### src/shared/fcc_consts.svh
`ifndef FCC_CONSTS_SVH
`define FCC_CONSTS_SVH

// register indices on the register port
`define FCC_OFS_CLKDIV 3'h0
`define FCC_OFS_CONFIG 3'h1
`define FCC_OFS_PROT 3'h2
`define FCC_OFS_STATUS 3'h3
`define FCC_OFS_CMD 3'h4

// clock divider register fields
`define FCC_BIT_LOADED 7
`define FCC_BIT_PRESCALE 6

// configuration register fields
`define FCC_BIT_CBE_IE 7
`define FCC_BIT_CC_IE 6

// protection register fields
`define FCC_BIT_OPEN 7
`define FCC_BIT_HI_DIS 5
`define FCC_BIT_LO_DIS 2

// status register fields
`define FCC_BIT_CBE 7
`define FCC_BIT_CC 6
`define FCC_BIT_PROTECTION_VIOLATION_FLAG 5
`define FCC_BIT_ACCESS_ERROR_FLAG 4
`define FCC_BIT_BLANK 2

// command codes
`define FCC_CMD_VERIFY 8'h05
`define FCC_CMD_PROGRAM 8'h20
`define FCC_CMD_SECTOR 8'h40
`define FCC_CMD_MASS 8'h41

// reset values
`define FCC_RST_DIV 7'h00
`define FCC_RST_PROT 3'h0
`define FCC_RST_CBE 1'b1
`define FCC_RST_CC 1'b1

// operation lengths in algorithm clock ticks
`define FCC_TICKS_VERIFY 16'h0400
`define FCC_TICKS_PROGRAM 16'h0006
`define FCC_TICKS_SECTOR 16'h0fa0
`define FCC_TICKS_MASS 16'h0fa0

// protection area bounds, byte addresses
`define FCC_LOW_TOP 16'h1000
`define FCC_HIGH_BASE 16'hc000

`endif

### src/shared/fcc_pkg.sv
`default_nettype none
package fcc_pkg;

  typedef enum logic [1:0] {
    FCC_SEQ_IDLE,
    FCC_SEQ_ADDR,
    FCC_SEQ_CMD
  } fcc_seq_t;

  typedef struct packed {
    logic [7:0] cmd;
    logic [15:0] addr;
    logic [15:0] data;
  } fcc_job_t;

  typedef struct packed {
    fcc_seq_t seq;
    fcc_job_t buf_job;
    logic buf_valid;
    fcc_job_t act_job;
    logic act_valid;
    logic [15:0] ticks;
    logic [9:0] presc;
    logic [6:0] div;
    logic loaded;
    logic cbe_ie;
    logic cc_ie;
    logic [2:0] prot;
    logic cbe;
    logic cc;
    logic protection_violation_flag;
    logic access_error_flag;
    logic blank;
    logic arr_start;
    logic [7:0] rdata;
  } fcc_state_t;

endpackage
`default_nettype wire

### src/core/fcc_controller.sv
`timescale 1ns/1ps
`default_nettype none
`include "fcc_consts.svh"

module fcc_controller
  import fcc_pkg::*;
#(
  parameter logic [15:0] TICKS_VERIFY = `FCC_TICKS_VERIFY,
  parameter logic [15:0] TICKS_PROGRAM = `FCC_TICKS_PROGRAM,
  parameter logic [15:0] TICKS_SECTOR = `FCC_TICKS_SECTOR,
  parameter logic [15:0] TICKS_MASS = `FCC_TICKS_MASS,
  parameter logic [15:0] LOW_TOP = `FCC_LOW_TOP,
  parameter logic [15:0] HIGH_BASE = `FCC_HIGH_BASE
)
(
  input wire logic i_sys_clk, // system clock, 100 MHz
  input wire logic i_sys_rst, // synchronous reset, active high
  input wire logic i_ce, // clock enable, freezes all state when low
  input wire logic [2:0] i_reg_addr, // register index
  input wire logic [7:0] i_reg_wdata, // register write data
  input wire logic i_reg_wr, // register write strobe
  input wire logic i_reg_rd, // register read strobe
  output logic [7:0] o_reg_rdata, // read data, cycle after strobe
  input wire logic i_arr_wr, // write into the array address space
  input wire logic [15:0] i_arr_addr, // array byte address
  input wire logic [15:0] i_arr_wdata, // array write word
  input wire logic i_arr_not_erased, // array reports a non-erased word
  output logic o_arr_start, // one-cycle pulse: operation begins
  output logic o_arr_busy, // an operation is active
  output fcc_job_t o_arr_job, // active command, address, data
  output logic o_alg_tick, // one-cycle algorithm clock tick
  output logic o_cbe_irq, // buffer-empty interrupt request
  output logic o_cc_irq // command-complete interrupt request
);

  localparam fcc_state_t RST = '{
    seq: FCC_SEQ_IDLE,
    div: `FCC_RST_DIV,
    prot: `FCC_RST_PROT,
    cbe: `FCC_RST_CBE,
    cc: `FCC_RST_CC,
    default: '0
  };

  fcc_state_t r_reg;
  fcc_state_t r_next;
  logic alg_tick;
  logic verify_miss;
  logic done;
  logic go;
  logic pv_hit;
  logic acc_set;
  logic pv_set;
  logic locked;
  logic [7:0] rd;

  // terminal count of the algorithm clock prescaler
  function automatic logic [9:0] fcc_limit(input logic [6:0] d);
    logic [9:0] base;
    base = {4'h0, d[5:0]} + 10'h001;
    if (d[`FCC_BIT_PRESCALE])
      return {base[6:0], 3'h0} - 10'h001;
    return base - 10'h001;
  endfunction

  function automatic logic fcc_cmd_ok(input logic [7:0] c);
    return (c == `FCC_CMD_VERIFY) || (c == `FCC_CMD_PROGRAM) ||
      (c == `FCC_CMD_SECTOR) || (c == `FCC_CMD_MASS);
  endfunction

  function automatic logic [15:0] fcc_ticks(input logic [7:0] c);
    case (c)
      `FCC_CMD_VERIFY: return TICKS_VERIFY - 16'h0001;
      `FCC_CMD_PROGRAM: return TICKS_PROGRAM - 16'h0001;
      `FCC_CMD_SECTOR: return TICKS_SECTOR - 16'h0001;
      default: return TICKS_MASS - 16'h0001;
    endcase
  endfunction

  // prot holds {open, high disable, low disable}
  function automatic logic fcc_area_locked(input logic [15:0] a, input logic [2:0] p);
    if (a < LOW_TOP)
      return !p[0];
    if (a >= HIGH_BASE)
      return !p[1];
    return !p[2];
  endfunction

  function automatic logic fcc_prot_hit(input fcc_job_t j, input logic [2:0] p);
    case (j.cmd)
      `FCC_CMD_PROGRAM: return fcc_area_locked(j.addr, p);
      `FCC_CMD_SECTOR: return fcc_area_locked({j.addr[15:10], 10'h000}, p);
      `FCC_CMD_MASS: return p != 3'h7;
      default: return 1'b0;
    endcase
  endfunction

  always_comb
  begin
    r_next = r_reg;
    r_next.arr_start = 1'b0;
    r_next.rdata = 8'h00;
    acc_set = 1'b0;
    pv_set = 1'b0;
    go = 1'b0;
    rd = 8'h00;
    locked = r_reg.access_error_flag || r_reg.protection_violation_flag;
    pv_hit = fcc_prot_hit(r_reg.buf_job, r_reg.prot);

    // divided algorithm clock as a tick enable
    // compare as at-or-past: a divider cut short must not leave the count wrapping
    alg_tick = (r_reg.presc >= fcc_limit(r_reg.div));
    r_next.presc = alg_tick ? 10'h000 : r_reg.presc + 10'h001;

    // a failing verify ends at the next tick instead of running on
    verify_miss = (r_reg.act_job.cmd == `FCC_CMD_VERIFY) && i_arr_not_erased;
    done = r_reg.act_valid && alg_tick &&
      ((r_reg.ticks == 16'h0000) || verify_miss);
    if (r_reg.act_valid && alg_tick)
      r_next.ticks = r_reg.ticks - 16'h0001;
    if (done)
    begin
      r_next.act_valid = 1'b0;
      if ((r_reg.act_job.cmd == `FCC_CMD_VERIFY) && !verify_miss)
        r_next.blank = 1'b1;
      if (!r_reg.buf_valid)
        r_next.cc = 1'b1;
    end

    // hand the buffered command to the active stage
    if (r_reg.buf_valid && (!r_reg.act_valid || done))
    begin
      r_next.act_job = r_reg.buf_job;
      r_next.act_valid = 1'b1;
      r_next.buf_valid = 1'b0;
      r_next.cbe = 1'b1;
      r_next.arr_start = 1'b1;
      r_next.ticks = fcc_ticks(r_reg.buf_job.cmd);
    end

    // step one: the array write
    if (i_arr_wr)
    begin
      if (!r_reg.loaded || (r_reg.seq != FCC_SEQ_IDLE) || i_arr_addr[0])
        acc_set = 1'b1;
      else if (!locked)
      begin
        // may overwrite a queued command that has not yet moved on
        r_next.buf_job.addr = i_arr_addr;
        r_next.buf_job.data = i_arr_wdata;
        r_next.seq = FCC_SEQ_ADDR;
      end
    end

    if (i_reg_wr)
    begin
      if ((r_reg.seq == FCC_SEQ_ADDR) && (i_reg_addr == `FCC_OFS_CMD))
      begin
        if (fcc_cmd_ok(i_reg_wdata))
        begin
          r_next.buf_job.cmd = i_reg_wdata;
          r_next.seq = FCC_SEQ_CMD;
        end
        else
          acc_set = 1'b1;
      end
      else if ((r_reg.seq == FCC_SEQ_CMD) && (i_reg_addr == `FCC_OFS_STATUS))
      begin
        if (!i_reg_wdata[`FCC_BIT_CBE])
          acc_set = 1'b1;
        else if (pv_hit)
          pv_set = 1'b1;
        else if (!locked)
          go = 1'b1;
      end
      else if (r_reg.seq != FCC_SEQ_IDLE)
        acc_set = 1'b1;
      else
      begin
        case (i_reg_addr)
          `FCC_OFS_CLKDIV:
          begin
            r_next.div = i_reg_wdata[6:0];
            r_next.loaded = 1'b1;
          end
          `FCC_OFS_CONFIG:
          begin
            r_next.cbe_ie = i_reg_wdata[`FCC_BIT_CBE_IE];
            r_next.cc_ie = i_reg_wdata[`FCC_BIT_CC_IE];
          end
          `FCC_OFS_PROT:
          begin
            r_next.prot[2] = i_reg_wdata[`FCC_BIT_OPEN];
            r_next.prot[1] = i_reg_wdata[`FCC_BIT_HI_DIS];
            r_next.prot[0] = i_reg_wdata[`FCC_BIT_LO_DIS];
          end
          `FCC_OFS_STATUS:
          begin
            if (i_reg_wdata[`FCC_BIT_PROTECTION_VIOLATION_FLAG])
              r_next.protection_violation_flag = 1'b0;
            if (i_reg_wdata[`FCC_BIT_ACCESS_ERROR_FLAG])
              r_next.access_error_flag = 1'b0;
          end
          `FCC_OFS_CMD:
            acc_set = 1'b1;
          default:
          begin
          end
        endcase
      end
    end

    if (go)
    begin
      r_next.buf_valid = 1'b1;
      r_next.cbe = 1'b0;
      r_next.cc = 1'b0;
      r_next.blank = 1'b0;
      r_next.seq = FCC_SEQ_IDLE;
    end

    // error sets come after the write-one clears, so a set wins
    if (acc_set)
    begin
      r_next.access_error_flag = 1'b1;
      r_next.seq = FCC_SEQ_IDLE;
    end
    if (pv_set)
    begin
      r_next.protection_violation_flag = 1'b1;
      r_next.seq = FCC_SEQ_IDLE;
    end

    if (i_reg_rd)
    begin
      case (i_reg_addr)
        `FCC_OFS_CLKDIV:
        begin
          rd[6:0] = r_reg.div;
          rd[`FCC_BIT_LOADED] = r_reg.loaded;
        end
        `FCC_OFS_CONFIG:
        begin
          rd[`FCC_BIT_CBE_IE] = r_reg.cbe_ie;
          rd[`FCC_BIT_CC_IE] = r_reg.cc_ie;
        end
        `FCC_OFS_PROT:
        begin
          rd[`FCC_BIT_OPEN] = r_reg.prot[2];
          rd[`FCC_BIT_HI_DIS] = r_reg.prot[1];
          rd[`FCC_BIT_LO_DIS] = r_reg.prot[0];
        end
        `FCC_OFS_STATUS:
        begin
          rd[`FCC_BIT_CBE] = r_reg.cbe;
          rd[`FCC_BIT_CC] = r_reg.cc;
          rd[`FCC_BIT_PROTECTION_VIOLATION_FLAG] = r_reg.protection_violation_flag;
          rd[`FCC_BIT_ACCESS_ERROR_FLAG] = r_reg.access_error_flag;
          rd[`FCC_BIT_BLANK] = r_reg.blank;
        end
        `FCC_OFS_CMD:
          rd = r_reg.buf_job.cmd;
        default:
          rd = 8'h00;
      endcase
      r_next.rdata = rd;
    end
  end

  always_ff @(posedge i_sys_clk)
  begin
    if (i_sys_rst)
      r_reg <= RST;
    else if (i_ce)
      r_reg <= r_next;
  end

  assign o_reg_rdata = r_reg.rdata;
  assign o_arr_start = r_reg.arr_start;
  assign o_arr_busy = r_reg.act_valid;
  assign o_arr_job = r_reg.act_job;
  assign o_alg_tick = alg_tick && i_ce;
  assign o_cbe_irq = r_reg.cbe && r_reg.cbe_ie;
  assign o_cc_irq = r_reg.cc && r_reg.cc_ie;

  // helpers read only by the checks below
  logic div_wr;
  logic verify_act;
  assign div_wr = i_reg_wr && i_ce && (i_reg_addr == `FCC_OFS_CLKDIV) &&
    (r_reg.seq == FCC_SEQ_IDLE);
  assign verify_act = r_reg.act_valid && (r_reg.act_job.cmd == `FCC_CMD_VERIFY);
endmodule // fcc_controller

`default_nettype wire

### config.mk
export PLATFORM = sky130hd
export DESIGN_NAME = fcc_controller
export DESIGN_NICKNAME = d
export VERILOG_FILES = /design/src/shared/fcc_pkg.sv /design/src/core/fcc_controller.sv
export VERILOG_INCLUDE_DIRS = /design/src /design/src/shared
export SDC_FILE = /design/constraint.sdc
export NUM_CORES = 1
export LEC_CHECK = 0
export ABC_AREA = 1
export BUFFER_PORTS_ARGS = -buffer_cell sky130_fd_sc_hd__buf_4
export CELL_PAD_IN_SITES_DETAIL_PLACEMENT = 0
export CELL_PAD_IN_SITES_GLOBAL_PLACEMENT = 1
export CORE_ASPECT_RATIO = 0.9
export CORE_UTILIZATION = 42
export CTS_CLUSTER_DIAMETER = 120
export DETAILED_ROUTE_END_ITERATION = 8
export PLACE_DENSITY_LB_ADDON = 0.1
export RECOVER_POWER = 25
export REMOVE_ABC_BUFFERS = 1
export SETUP_SLACK_MARGIN = 0.05
export SYNTH_ARGS = -nofsm -noshare
export SYNTH_HDL_FRONTEND = slang
export SYNTH_SLANG_ARGS = --single-unit
### constraint.sdc
create_clock -name i_sys_clk -period 4.1 [get_ports i_sys_clk]
set_clock_uncertainty 0.05 [all_clocks]
set_input_delay 0.615 -clock i_sys_clk [delete_from_list [all_inputs] [get_ports i_sys_clk]]
set_output_delay 0.615 -clock i_sys_clk [all_outputs]
set_load 0.02 [all_outputs]
== Word-level counts from Yosys, hierarchy flattened ==
Cells that the tools add are included.
Word-level totals
  bits in registers: 137
  bits in latches: 0
  memory bits (writable): 0
  memory bits (read-only): 0
  output and inout port bits: 53
  memories: 0
Cells by class
  add/sub/neg operators: 5
  multiply operators: 0
  divide/modulo/power cells: 0
  magnitude comparators: 5
  equal/unequal tests: 23
  shift-type cells: 0
  mux-type cells: 82
  bitwise logic cells: 5
  reduce and logical (&&, ||, !) cells: 51
Operator list (count)
  $mux 10: 6
  $mux 58: 1
  $mux 1: 52
  $eq 8x7->1 const B: 4
  $ge 16x16->1 const B: 2
  $lt 16x13->1 const B: 2
  $eq 8x3->1 const B: 3
  $mux 2: 12
  $pmux 12 s2: 1
  $reduce_bool 2->1: 12
  $reduce_and 6->1: 3
  $eq 8x6->1 const B: 2
  $logic_not 16->1: 1
  $mux 16: 1
  $sub 16x1->16 const B: 1
  $reduce_and 7->1: 2
  $ne 2x2->1 const B: 6
  $pmux 1 s4: 3
  $add 10x1->10 const B: 1
  $ge 10x10->1: 1
  $logic_and 1x1->1: 10
  $sub 10x1->10 const B: 1
  $logic_or 1x1->1: 8
  $mux 8: 1
  19 further kinds: 35

== Longest topological paths before layout ==
  word-level depth: 16
  mapped depth: 21

== Worst setup path after synthesis ==
Ideal clock, no wire load.
  path kind: flip-flop to output port
  start point: register r_reg[20] (netlist name)
  end point: output o_alg_tick
  arrival: 2.372 ns
  data required time: 3.435 ns
  slack: 1.063 ns
  stages on the path, launching flop included: 15
  cells stage by stage: dfxtp_1 > ha_1 > or2_0 > nor2_1 > nand3_1 > nand3b_1 > nand2_1 > nand2_1 > ha_1 > nand2_1 > nor2_1 > nand3_1 > nand3_2 > nand2_1 > inv_1
On the way
  word-level cells in the longest chain between the ends: 6
  elaborated cells on any way between the ends: 7
  classes of those cells: add/sub: 3; order compare: 1; mux: 2; reduce/logical: 1
Ends and longest elaborated chain
  start: declaration: line fcc_controller.sv:45  | fcc_state_t r_reg;
  start signal: assignment: line fcc_controller.sv:275  | r_reg <= r_next;
  $add 6x1->7 *: line fcc_controller.sv:60  | base = {4'h0, d[5:0]} + 10'h001;
  $sub 10x1->10: line fcc_controller.sv:62  | return {base[6:0], 3'h0} - 10'h001;
  $mux 10: line fcc_controller.sv:61  | if (d[`FCC_BIT_PRESCALE])
  $mux 10 *: line fcc_controller.sv:63  | return base - 10'h001;
  $ge 10x10->1 *: line fcc_controller.sv:112  | alg_tick = (r_reg.presc >= fcc_limit(r_reg.div));
  $logic_and 1x1->1 *: line fcc_controller.sv:282  | assign o_alg_tick = alg_tick && i_ce;
  end: declaration: line fcc_controller.sv:31  | output logic o_alg_tick,
Mark *: on every way between the ends. The rest lies on a longest branch, timed or not. The select of a mux whose other input is x is not followed.

== Worst setup path after layout ==
Same ends and word-level chain as after synthesis.

==> results.yml <==
status:
  status: "finished with violations"
  violations: "capacitance limit, slew limit"
sta:
  finalCritPeriodShare_pct: 92.1
  setup_ws_ns: 0.323
  fmax_ghz: 0.265
  hold_viol: 0
  fin_setup_tns_ns: 0
  rsz0062_at_grt: "no"
  worstMarginPinSlew_ns: 1.84
  drv_slew: 59
  fin_crit_ns: 3.78
  maxSlewHeadroom_pct: -22.9
  holdWs_ns: 0.355
  setup_viol: 0
drt:
  met1_length_um: 9090
  vias_per_cell: 4.79
  drc: 0
  finalWirelength_um: 18100
  vias: 6034
  dr_wl_met3_um: 501
  drt_iter0_drc: 318
  highest_layer: "met4"
  ant_nets: 0
  wl_met2_um: 8360
  drt_first_pass_iters: 5
  routedWlPerCell_um: 14.4
power_and_ir_drop:
  pwr-share-seq_pct: 42.6
  power.leakage_nw: 3.33
  p_comb_share_pct: 5.6
  internal-power_mw: 2.43
  max-vdd-ir-drop_mv: 0.269
  power_switching_uw: 732
  power_frac_clock_pct: 51.8
  swShare_pct: 23.2
  total_power_mw: 3.16
  powerDensity_nw_per_um2: 382
placement:
  place_congestion: 0.821
  place_area_um2: 7810
  port_buffers: 102
  dp_cells: 1228
  dp_hpwl_um: 12100
  place_ws_ns: 0.528
clock_network:
  postCtsSetupBuffers: 0
  cts_max_path_buffers: 2
  cts_resized: 0
  clock-sinks: 137
  h-tree-depth: 4
  insertion_delay_ns: 0.42
  cts_hold_buffers: 0
  clk_pin_slew_ns: 0.06
  root_buffer: "clkbuf_16"
  cts_buffers: 17
  cts_tree: "built"
synth:
  synthCells: 972
  ys_warn_count: 0
  ys.flop_type: "dfxtp_1"
  synth-edff-count: 0
  syn_avg_cell_area_um2: 7.52
  syn_area_um2: 7310
  synth.ff_latch_count: 137
  ys_types: 43
  async_reset_ff_share_pct: 0
  ys_seq_area_share_pct: 37.5
critical_path:
  max_stage_delay_ns: 0.34
  critPathArrivalTime_ns: 3.11
  endpoint_kind: "output port"
  crit_top_cell: "nand2_1"
  critical_path.startpoint_type: "flip-flop"
  cp.required_ns: 3.43
  startpoint: "r_reg[20]"
  ff2ff_setup_slack_ns: 0.57
  rr_endpoint: "o_arr_job[20]"
  crit_path_top_delay_cell: "dfxtp_2"
  crit_type: "reg -> out"
  crit_chain: "ha_1 -> or2_0 -> nor2_1 -> nand3_1 -> nand3b_1 -> nand2_1 -> nand2_1 -> ha_1 -> nand2_1 -> nor2_1 -> nand3_1 -> nand3_2 -> nand2_1 -> inv_1 -> buf_4"
  crit_fanout: 6
  rr_startpoint: "r_reg[20]"
  timing.critical_path.to: "o_alg_tick"
  reg2reg_depth: 17
final_layout:
  area_growth_pct: 13.2
  largest_reg_flops: 87
  final_util_pct: 48.8
  final-seq-area_um2: 2740
  post-route-cell-area_um2: 8270
  num-fill-cells: 1776
  final_cells: 1260
  multi_input_comb_area_um2: 3640
  drive_gt1_share_pct: 19.6
  nets: 1076
  antennaDiodeCount: 0
floorplanning:
  die_w_um: 141
  die_area_um2: 17900
  start_util_pct: 43.1
  io_pins: 103
  rows: 45
  die_h_um: 127
  core_um2: 16900
global_route:
  grt_pass1_vias: 5761
  grt_first_pass_wirelength_um: 29400
  overflow: 0
  grt_usage_pct: 21.0
  grt_max_degree: 67
  antenna_found_initial: 0
min_path:
  hp-class: "in -> reg"
  hold_path_startpoint: "i_arr_addr[3]"
job:
  maxCapViolations: 1
## cell usage after synthesis, drive strengths merged, types with 4 or more instances
| library cell | n | share of area (%) |
|---|---|---|
| a21oi | 93 | 8.4 |
| buf | 68 | 7.3 |
| clkbuf | 19 | 0.98 |
| dfxtp | 137 | 38 |
| ha | 14 | 2.4 |
| inv | 85 | 4.5 |
| nand2 | 199 | 11 |
| nand3 | 80 | 8.5 |
| nand3b | 5 | 0.51 |
| nand4 | 9 | 0.77 |
| nor2 | 139 | 7.5 |
| nor3 | 18 | 1.5 |
| o21ai | 61 | 4.2 |
| o22ai | 4 | 0.34 |
| xnor2 | 5 | 0.60 |
| xor2 | 21 | 2.5 |
## metal layers
metal | up-vias | global-route usage [%]
met3 | 8 | 3.75
met2 | 87 | 33.6
li1 | 3171 | -
met4 | 0 | 6.71
met1 | 2768 | 28.8
met5 | - | 0
## cell families after synthesis
logic type,after synthesis,synth area share [%]
DFF,137,37.5
adders and majority gates,14,2.40
muxes,2,0.274
AOI/OAI and AO/OA,164,13.6
xor gates and xnor gates,26,3.12
buffers and inverters,173,12.8
and+or+nand+nor,456,30.3
## worst min path at each step
stage,cells past startpoint,end
finish,3,r_reg[114]
global route,3,r_reg[101]
floorplan,2,r_reg[111]
detailed placement,2,r_reg[111]
CTS,3,r_reg[114]
global placement,2,r_reg[111]
## cells in the final DEF, fill, tap and decap left out, types with 17 or more instances in the layout
master     count
nand3_1       37
a21oi_2       40
a21oi_1       53
o21ai_0       56
nor2_1       133
nand2_1      193
clkbuf_1      48
clkbuf_16     17
nand3_2       42
xor2_1        20
dfxtp_1      136
buf_4         61
inv_1         76
## final cells by class
type,count,area share (%)
Inverter,86,4.00
Timing Repair Buffer,108,7.69
Sequential cell,137,33.2
Multi-Input combinational cell,662,44.0
Tap cell,235,3.56
Clock inverter,13,2.33
Clock buffer,19,5.24
## critical path, delay by kind of cell (launching register included)
family,cells,cell delay (ns)
fa+ha+maj,2,0.59
simple gates,11,1.50
buf+inv,2,0.28
flops,1,0.34
## power groups by stage
stage / Sequential (mW) / Clock, mW / Combinational [mW]
after detailed placement: 1.37 / 0 / 0.179
after global placement: 1.37 / 0 / 0.179
after floorplan: 1.37 / 0 / 0.0773
final: 1.34 / 1.64 / 0.177
after global routing: 1.34 / 1.73 / 0.195
after CTS: 1.34 / 1.68 / 0.180
Power figures use the tool's default switching activity.
